<file path="src/hdl/ewf_pkg.sv">
// shared constants and types of the extended weight frame transmitter
package ewf_pkg;

  // character codes
  localparam logic [6:0] EWF_SOH      = 7'h01;
  localparam logic [6:0] EWF_CR       = 7'h0d;
  localparam logic [6:0] EWF_SP       = 7'h20;
  localparam logic [6:0] EWF_MINUS    = 7'h2d;
  localparam logic [6:0] EWF_DOT      = 7'h2e;
  localparam logic [6:0] EWF_ZERO     = 7'h30;
  localparam logic [6:0] EWF_ADR_DEF  = 7'h31;
  localparam logic [6:0] EWF_ERR_E    = 7'h45;
  localparam logic [6:0] EWF_SRC_SCL  = 7'h41;
  localparam logic [6:0] EWF_SRC_OTH  = 7'h55;
  localparam logic [6:0] EWF_HEX_A    = 7'h61;
  localparam logic [6:0] EWF_ONE_BIT  = 7'h20;
  localparam logic [3:0] EWF_ADR_MIN  = 4'h1;
  localparam logic [3:0] EWF_ADR_MAX  = 4'h9;
  localparam logic [3:0] EWF_UNIT_MAX = 4'h9;
  localparam logic [3:0] EWF_UNIT_NONE = 4'h0;
  localparam logic [3:0] EWF_HEX_TEN  = 4'ha;

  // character positions within one frame
  localparam int          EWF_FRAME_LEN = 24;
  localparam logic [4:0]  EWF_IDX_SOH   = 5'h00;
  localparam logic [4:0]  EWF_IDX_ADR   = 5'h01;
  localparam logic [4:0]  EWF_IDX_SB1   = 5'h02;
  localparam logic [4:0]  EWF_IDX_SB3   = 5'h04;
  localparam logic [4:0]  EWF_IDX_SB4   = 5'h05;
  localparam int          EWF_IDX_W     = 6;
  localparam int          EWF_W_LEN     = 9;
  localparam int          EWF_IDX_T     = 15;
  localparam int          EWF_T_LEN     = 8;
  localparam logic [4:0]  EWF_IDX_CR    = 5'h17;
  localparam logic [4:0]  EWF_IDX_CKS   = 5'h18;

  // status byte three field positions
  localparam int EWF_SB3_INVALID = 0;
  localparam int EWF_SB3_UNDER   = 1;
  localparam int EWF_SB3_OVER    = 2;

  typedef enum logic [1:0] {EWF_PAR_NONE, EWF_PAR_EVEN, EWF_PAR_ODD} ewf_par_t;

  // per-scale snapshot offered to the framer
  typedef struct packed {
    logic [3:0]  addr_sel;
    logic [3:0]  unit;
    logic        center_zero;
    logic        motion;
    logic        net_mode;
    logic [1:0]  tare_type;
    logic [1:0]  range;
    logic        expand_ten;
    logic        invalid;
    logic        under_zero;
    logic        over_cap;
    logic        power_up;
    logic        print_init;
    logic        below_min;
    logic [5:0]  app_flags;
    logic        negative;
    logic [31:0] wt_digits;
    logic [2:0]  wt_dp;
    logic [31:0] tare_digits;
    logic [2:0]  tare_dp;
    logic        err_en;
    logic        err_other;
    logic [7:0]  err_code;
  } ewf_scale_t;

endpackage

</file>
<file path="src/hdl/ewf_tx.sv">
// extended continuous weight frame builder and character streamer
//
// Contract
// - frame order: soh, address, status, weight, tare, cr
// - first character is start-of-header 01h
// - address 31h..39h, default 31h
// - one full frame per enabled scale
// - nine-char weight, leading zeros become spaces
// - minus sign right before leading digit
// - eight-char tare, leading zeros become spaces
// - checksum is negated seven-bit sum
// - checksum uses same parity as others
// - status one low nibble carries unit code
// - status one: zero center, motion, bit5 set
// - status two: net, tare type, range, expand
// - status three: invalid, under, over, powerup, print
// - status four: six app flags, bit5 set
// - invalid set on over, under or doubt
// - error record may replace weight field
// - error code matches logged condition code
module ewf_tx
  import ewf_pkg::*;
#(
  parameter int NSC = 4
) (
  // clock and reset
  input  wire logic                 mclk,
  input  wire logic                 arst_n,
  // configuration
  input  wire logic                 out_en,
  input  wire logic                 cks_en,
  input  wire ewf_par_t             par_mode,
  input  wire logic [NSC-1:0]       scale_en,
  input  wire ewf_scale_t [NSC-1:0] scale_i,
  // character stream to the line driver
  output logic                      tx_valid,
  input  wire logic                 tx_ready,
  output logic [7:0]                tx_char,
  output logic                      tx_last,
  output logic [$clog2(NSC)-1:0]    tx_scale
);

  localparam int SW = $clog2(NSC);

  typedef enum {S_IDLE, S_SEND} ewf_st_t;

  ////////////////////////////////////////////////////////////////////////
  // field formatting

  // right-justified digit field with blanking; a full field leaves no room
  // for the sign, so callers must keep one leading position free
  function automatic logic [8:0][6:0] fmt_field(input logic [31:0] dig,
                                                input logic [2:0]  dp,
                                                input logic        neg);
    logic [8:0][6:0] r;
    logic [8:0]      keep;
    logic            seen;
    logic [3:0]      d;
    logic            is_dot;
    int              unit_pos;
    r        = '0;
    keep     = '0;
    seen     = 1'b0;
    d        = 4'h0;
    is_dot   = 1'b0;
    unit_pos = (dp == 3'h0) ? 0 : int'(dp) + 1;
    for (int p = 8; p >= 0; p--) begin
      is_dot = (dp != 3'h0) && (p == int'(dp));
      if (dp == 3'h0) begin
        d = (p < 8) ? dig[p*4 +: 4] : 4'h0;
      end else if (p < int'(dp)) begin
        d = dig[p*4 +: 4];
      end else if (is_dot) begin
        d = 4'h0;
      end else begin
        d = dig[(p-1)*4 +: 4];
      end
      seen    = seen | (d != 4'h0) | (p <= unit_pos);
      keep[p] = seen;
      r[p]    = !seen ? EWF_SP : is_dot ? EWF_DOT : (EWF_ZERO | {3'h0, d});
    end
    for (int p = 8; p >= 1; p--) begin
      if (neg && !keep[p] && keep[p-1]) begin
        r[p] = EWF_MINUS;
      end
    end
    return r;
  endfunction

  function automatic logic [6:0] hex_char(input logic [3:0] n);
    return (n < EWF_HEX_TEN) ? (EWF_ZERO | {3'h0, n})
                             : 7'(EWF_HEX_A + {3'h0, n - EWF_HEX_TEN});
  endfunction

  function automatic logic [7:0] add_parity(input logic [6:0] c, input ewf_par_t m);
    logic pb;
    pb = (m == EWF_PAR_EVEN) ? ^c : (m == EWF_PAR_ODD) ? ~^c : 1'b0;
    return {pb, c};
  endfunction

  ////////////////////////////////////////////////////////////////////////
  // scale selection

  logic [SW-1:0] cur_q;
  logic [SW-1:0] nxt_scale;
  logic          any_en;

  // round robin from the scale after the last one sent
  always_comb begin
    logic found;
    found     = 1'b0;
    nxt_scale = cur_q;
    for (int k = 1; k <= NSC; k++) begin
      if (!found && scale_en[(int'(cur_q) + k) % NSC]) begin
        found     = 1'b1;
        nxt_scale = SW'((int'(cur_q) + k) % NSC);
      end
    end
  end

  assign any_en = |scale_en;

  ////////////////////////////////////////////////////////////////////////
  // frame image of the selected scale

  ewf_scale_t                        sel;
  logic [EWF_FRAME_LEN-1:0][6:0]     frame_d;
  logic [8:0][6:0]                   wt_fld;
  logic [8:0][6:0]                   tare_fld;
  logic [8:0][6:0]                   err_fld;
  logic [6:0]                        adr_ch;
  logic [3:0]                        unit_ok;
  logic                              invalid_f;

  assign sel       = scale_i[nxt_scale];
  assign adr_ch    = (sel.addr_sel >= EWF_ADR_MIN && sel.addr_sel <= EWF_ADR_MAX)
                     ? (EWF_ZERO | {3'h0, sel.addr_sel}) : EWF_ADR_DEF;
  assign unit_ok   = (sel.unit <= EWF_UNIT_MAX) ? sel.unit : EWF_UNIT_NONE;
  assign invalid_f = sel.invalid | sel.over_cap | sel.under_zero;
  assign wt_fld    = fmt_field(sel.wt_digits, sel.wt_dp, sel.negative);
  assign tare_fld  = fmt_field(sel.tare_digits, sel.tare_dp, 1'b0);
  assign err_fld   = {EWF_ERR_E, sel.err_other ? EWF_SRC_OTH : EWF_SRC_SCL,
                      EWF_ZERO, EWF_ZERO, EWF_ZERO,
                      hex_char(sel.err_code[7:4]), hex_char(sel.err_code[3:0]),
                      EWF_SP, EWF_SP};

  always_comb begin
    frame_d                 = '0;
    frame_d[EWF_IDX_SOH]    = EWF_SOH;
    frame_d[EWF_IDX_ADR]    = adr_ch;
    frame_d[EWF_IDX_SB1]    = EWF_ONE_BIT | {sel.motion, 1'b0, sel.center_zero, unit_ok};
    frame_d[EWF_IDX_SB1+1]  = EWF_ONE_BIT | {sel.expand_ten, 1'b0, sel.range,
                                             sel.tare_type, sel.net_mode};
    frame_d[EWF_IDX_SB3]    = EWF_ONE_BIT | {sel.below_min, 1'b0, sel.print_init,
                                             sel.power_up, sel.over_cap, sel.under_zero,
                                             invalid_f};
    frame_d[EWF_IDX_SB4]    = EWF_ONE_BIT | {sel.app_flags[5], 1'b0, sel.app_flags[4:0]};
    for (int i = 0; i < EWF_W_LEN; i++) begin
      frame_d[EWF_IDX_W+i]  = (sel.err_en ? err_fld[8-i] : wt_fld[8-i]);
    end
    for (int i = 0; i < EWF_T_LEN; i++) begin
      frame_d[EWF_IDX_T+i]  = tare_fld[7-i];
    end
    frame_d[EWF_IDX_CR]     = EWF_CR;
  end

  ////////////////////////////////////////////////////////////////////////
  // streaming

  ewf_st_t                       st_q;
  logic [4:0]                    idx_q;
  logic [6:0]                    sum_q;
  logic                          cks_q;
  ewf_par_t                      par_q;
  logic [EWF_FRAME_LEN-1:0][6:0] frame_q;
  logic [7:0]                    char_q;
  logic                          start;
  logic                          take;
  logic [6:0]                    sum_nx;
  logic [4:0]                    idx_nx;
  logic [6:0]                    nxt_ch;
  logic                          at_cr;
  logic                          at_end;

  assign start  = (st_q == S_IDLE) && out_en && any_en;
  assign take   = (st_q == S_SEND) && tx_ready;
  assign sum_nx = 7'(sum_q + char_q[6:0]);
  assign at_cr  = (idx_q == EWF_IDX_CR);
  assign at_end = (at_cr && !cks_q) || (idx_q == EWF_IDX_CKS);
  assign idx_nx = 5'(idx_q + 5'h01);
  assign nxt_ch = at_cr ? 7'(7'h00 - sum_nx) : frame_q[idx_nx];

  always_ff @(posedge mclk or negedge arst_n) begin
    if (!arst_n) begin
      st_q    <= S_IDLE;
      idx_q   <= '0;
      sum_q   <= '0;
      cks_q   <= 1'b0;
      par_q   <= EWF_PAR_NONE;
      cur_q   <= '0;
      frame_q <= '0;
      char_q  <= '0;
    end else begin
      case (st_q)
        S_IDLE: begin
          if (start) begin
            st_q    <= S_SEND;
            frame_q <= frame_d;
            cur_q   <= nxt_scale;
            cks_q   <= cks_en;
            par_q   <= par_mode;
            idx_q   <= EWF_IDX_SOH;
            sum_q   <= '0;
            char_q  <= add_parity(EWF_SOH, par_mode);
          end
        end
        S_SEND: begin
          if (take) begin
            sum_q <= sum_nx;
            if (at_end) begin
              st_q <= S_IDLE;
            end else begin
              idx_q  <= idx_nx;
              char_q <= add_parity(nxt_ch, par_q);
            end
          end
        end
        default: st_q <= S_IDLE;
      endcase
    end
  end

  assign tx_valid = (st_q == S_SEND);
  assign tx_char  = char_q;
  assign tx_last  = tx_valid && at_end;
  assign tx_scale = cur_q;
endmodule

</file>
<file path="config.mk">
export PLATFORM = sky130hd
export DESIGN_NAME = ewf_tx
export DESIGN_NICKNAME = d
export VERILOG_FILES = /design/src/hdl/ewf_pkg.sv /design/src/hdl/ewf_tx.sv
export SDC_FILE = /design/constraint.sdc
export NUM_CORES = 1
export LEC_CHECK = 0
export BUFFER_PORTS_ARGS = -buffer_cell sky130_fd_sc_hd__buf_2
export CAP_MARGIN = 5
export CORE_ASPECT_RATIO = 1.75
export CORE_MARGIN = 4
export CORE_UTILIZATION = 38
export CTS_BUF_LIST = sky130_fd_sc_hd__clkbuf_16
export DETAILED_ROUTE_END_ITERATION = 6
export GPL_TIMING_DRIVEN = 0
export PLACE_DENSITY = 0.64
export SETUP_SLACK_MARGIN = 0.02
export SYNTH_ARGS = -nofsm -noshare
export SYNTH_HDL_FRONTEND = slang
export SYNTH_SLANG_ARGS = --single-unit
</file>
<file path="constraint.sdc">
create_clock -name mclk -period 7.38 [get_ports mclk]
set_input_delay 1.476 -clock mclk [delete_from_list [all_inputs] [get_ports mclk]]
set_output_delay 1.476 -clock mclk [all_outputs]
set_load 0.1 [all_outputs]
</file>
==> out/qor.json <==
{
  "post_synth_and_or_nand_nor_area_fraction": {"value": 0.1994},
  "leakage": {"value": 7.449, "unit": "nW"},
  "synth_area_per_cell": {"value": 9.194, "unit": "µm²"},
  "synth_cell_count_leaders": {"value": "nand2_1 (274), dfrtp_1 (142), mux4_2 (110), o21ai_0 (91), nor2_1 (71)"},
  "globalRouteOverflowTotal": {"value": 0},
  "detail_route.wl_per_cell": {"value": 24.38, "unit": "µm"},
  "hold_viol": {"value": 0},
  "detailedRoute.firstPassIterationCount": {"value": 6},
  "critPathLaunchType": {"value": "flip-flop"},
  "hold_slack": {"value": 0.4695, "unit": "ns"},
  "p_total": {"value": 8.218, "unit": "mW"},
  "worst_clock_skew": {"value": 0.006075, "unit": "ns"},
  "finalSetupViolations": {"value": 0},
  "cp_common_cell": {"value": "clkbuf_1"},
  "worst_case_setup_slack_after_placement": {"value": 0.4233, "unit": "ns"},
  "synthesis.nets": {"value": 1834},
  "proportion_of_synthesized_flip_flops_having_asynchronous_set_or_reset": {"value": 1.000},
  "standard_cell_with_the_maximum_stage_delay_on_the_critical_path": {"value": "clkbuf_1"},
  "floorplan.initialDensity": {"value": 0.3860},
  "grt_setup_unrepaired": {"value": "false"},
  "pwr_density_cell": {"value": 515.0, "unit": "nW/µm²"},
  "reg2reg_depth": {"value": 18},
  "grt_usage": {"value": 0.2912},
  "post-route-drc-count": {"value": 0},
  "vias_per_cell": {"value": 5.922},
  "floorplan.die_area": {"value": 36030, "unit": "µm²"},
  "maxSlewHeadroom": {"value": 0.3593},
  "grt_antenna_before_repair": {"value": 5},
  "grt_pass1_vias": {"value": 13590},
  "cts-resized-gates": {"value": 0},
  "ctsHtreeMaxLevel": {"value": 4},
  "tritoncts_clock_tree": {"value": "done"},
  "buffer_type_at_the_clock_tree_root": {"value": "clkbuf_16"},
  "number_of_synthesized_flops_with_an_enable_pin": {"value": 0},
  "cts_hold_repair.buffers": {"value": 0},
  "library_cell_with_the_largest_summed_area_after_synthesis": {"value": "dfrtp_1"},
  "layout_utilization": {"value": 0.4919},
  "cp_data_arrival_time": {"value": 7.40, "unit": "ns"},
  "chipWidth": {"value": 145.2, "unit": "µm"},
  "post-synth-top-area-fraction": {"value": 0.2838},
  "yosysWarningCount": {"value": 0},
  "setup_slack": {"value": 0.3375, "unit": "ns"},
  "crit_chain": {"value": "clkbuf_1 > clkbuf_1 > clkbuf_1 > clkinv_1 > ha_1 > clkbuf_1 > buf_1 > clkbuf_1 > mux4_2 > mux4_2 > nand2_1 > o311ai_0 > o21ai_0 > xnor2_1 > xnor2_1 > mux2i_1 > nand2_1 > a31oi_1"},
  "worst_hold_path_type": {"value": "reg2reg"},
  "finish.net_count": {"value": 2312},
  "worstSetupPathType": {"value": "reg2reg"},
  "cp-startpoint": {"value": "idx_q[0]$_DFFE_PN0P_"},
  "numCtsBuffers": {"value": 17},
  "synth_area_leaders": {"value": "dfrtp_1 (28%), mux4_2 (20%), nand2_1 (8.2%)"},
  "timing.final.crit_share": {"value": 0.9543},
  "die_h": {"value": 248.1, "unit": "µm"},
  "r2r-end": {"value": "tx_char[7]$_DFFE_PN0P_"},
  "rows": {"value": 87},
  "worst_pin_slew": {"value": 0.9510, "unit": "ns"},
  "ff2ff_setup_slack": {"value": 0.34, "unit": "ns"},
  "synth_mux_area_frac": {"value": 0.2396},
  "main_combinational_cell_family_by_area_after_synthesis": {"value": "multiplexers"},
  "postRouteWirelength": {"value": 55040, "unit": "µm"},
  "run_status": {"value": "completed"},
  "fillCellCount": {"value": 3163},
  "grt_start_max_net_pins": {"value": 89},
  "port_buffers": {"value": 458},
  "floorplan.io_pins": {"value": 459},
  "yosysMostFrequentCell": {"value": "nand2_1"},
  "synth.yosys.seq_area_share": {"value": 0.2838},
  "max_clock_freq": {"value": 142.0, "unit": "MHz"},
  "setup-tns-final": {"value": 0, "unit": "ns"},
  "vdd.ir_drop.worst": {"value": 0.0002973, "unit": "V"},
  "synthFlopType": {"value": "dfrtp_1"},
  "drt-initial-drc-count": {"value": 955},
  "clock_latency": {"value": 0.44, "unit": "ns"},
  "min_period": {"value": 7.043, "unit": "ns"},
  "clock_path_buffers": {"value": 2},
  "p_r_area_growth_vs_syn": {"value": 27.43, "unit": "%"},
  "via_count": {"value": 13370},
  "whs_path_depth": {"value": 2},
  "ys_seq_elements": {"value": 142},
  "worstSetupEndpoint": {"value": "tx_char[7]$_DFFE_PN0P_"},
  "detailedPlacementHpwl": {"value": 46720, "unit": "µm"},
  "r2r_start": {"value": "idx_q[0]$_DFFE_PN0P_"},
  "drv_slew": {"value": 0},
  "post_synth_instance_area": {"value": 12520, "unit": "µm²"},
  "critPathRequiredTime": {"value": 7.74, "unit": "ns"},
  "core_area": {"value": 32440, "unit": "µm²"},
  "drv.max_cap_violation_count": {"value": 0},
  "max_stage_delay": {"value": 0.73, "unit": "ns"},
  "count_of_distinct_cell_types_in_the_synthesized_netlist": {"value": 82},
  "critPathMaxFanout": {"value": 10},
  "critical_path.endpoint_type": {"value": "flip-flop"},
  "synth_compound_gate_area_share": {"value": 0.1922},
  "postRouteAntennaNets": {"value": 0},
  "layout-drive-gt1-share": {"value": 0.3632},
  "tritoncts_num_sinks": {"value": 142},
  "finalWeightedCongestion": {"value": 0.9861},
  "synthAdderAreaFrac": {"value": 0.02558},
  "post_synth_inst_count": {"value": 1362},
  "synth_xor_xnor_area_share": {"value": 0.01789},
  "cts_setup_buffers": {"value": 0},
  "grt_first_pass_wirelength": {"value": 80190, "unit": "µm"},
  "clk_pin_slew_worst_paths": {"value": 0.06, "unit": "ns"}
}
[area by class of cell]
class                      count  area (µm²)  share of cell area
tap                          400       500.5             0.03137
buffer                        94       410.4             0.02572
clock inverter                15       172.7             0.01082
antenna                        4       10.01           0.0006273
sequential                   142        3553              0.2227
inverter                      29       108.9            0.006822
clock buffer                  17       425.4             0.02666
timing repair buffer         459        2326              0.1458
multi-input combinational   1097        8449              0.5295
[sequential cells by signal (all words and copies together), names as in the netlist]
name and flops:
idx_q 5, tx_scale 2, sum_q 7, par_q 2, st_q 1, tx_char 8, cks_q 1, frame_q 116
[critical path, delay by kind of cell, from the launching register on]
family                     cells  cell delay, ns
AOI/OAI and AO/OA              3            0.67
xor gates and xnor gates       2            0.35
adders and majority gates      1            0.59
buffers and inverters          7            3.75
DFF                            1            0.35
muxes                          3            1.12
and+or+nand+nor                2            0.14
[per-layer routing]
metal | track usage | share of wire | vias to the layer above
met5 | 0 | 0 | -
met1 | 0.3072 | 0.35 | 6385
li1 | - | - | 6137
met3 | 0.03895 | 0.056 | 143
met2 | 0.5432 | 0.53 | 701
met4 | 0.1893 | 0.070 | 0
[through the flow]
step / cell area (µm²) / std cells
detailed placement: 15350 / 2221
finish: 15960 / 2257
global route: 15950 / 2256
floorplan: 12520 / 1362
global placement: 15310 / 2220
CTS: 15950 / 2253
[layout by cell type (no fill, tap or decap), types with 17 or more instances in the layout]
master and instances:
inv_1 25, nand2_1 274, clkbuf_16 17, nand2b_1 20
o21ai_0 91, a21oi_1 69, a22o_1 17, nor3_1 20
nor2_1 71, clkbuf_1 51, dfrtp_1 142, mux4_2 110
ha_1 24, buf_2 479, mux2i_1 41, nand3_1 54
and3_1 23, a211oi_1 21
[cells by family (layout without fill, tap and decap cells)]
kind of cell,count (synthesis),in the layout
xor+xnor,24,24
fa+ha+maj,25,25
other cells,0,4
buf+inv,123,614
flops,142,142
mux,161,161
simple gates,533,533
compound gates,354,354
[power breakdown]
group	switching (mW)	total [mW]	leakage, nW	internal, mW
Clock	0.351	0.880	0.284	0.529
Sequential	0.269	1.39	1.75	1.12
Combinational	3.57	5.94	5.41	2.37
Total	4.19	8.22	7.45	4.03
[worst min path at each step]
stage	to	startpoint
2_1_floorplan	frame_q[101]$_DFFE_PN0P_	frame_q[101]$_DFFE_PN0P_
3_3_place_gp	frame_q[7]$_DFFE_PN0P_	frame_q[7]$_DFFE_PN0P_
3_5_place_dp	frame_q[7]$_DFFE_PN0P_	frame_q[7]$_DFFE_PN0P_
4_1_cts	frame_q[7]$_DFFE_PN0P_	frame_q[7]$_DFFE_PN0P_
5_1_grt	frame_q[101]$_DFFE_PN0P_	frame_q[101]$_DFFE_PN0P_
6_report	frame_q[7]$_DFFE_PN0P_	frame_q[7]$_DFFE_PN0P_
Note: power is estimated with default switching activity, not from simulation.
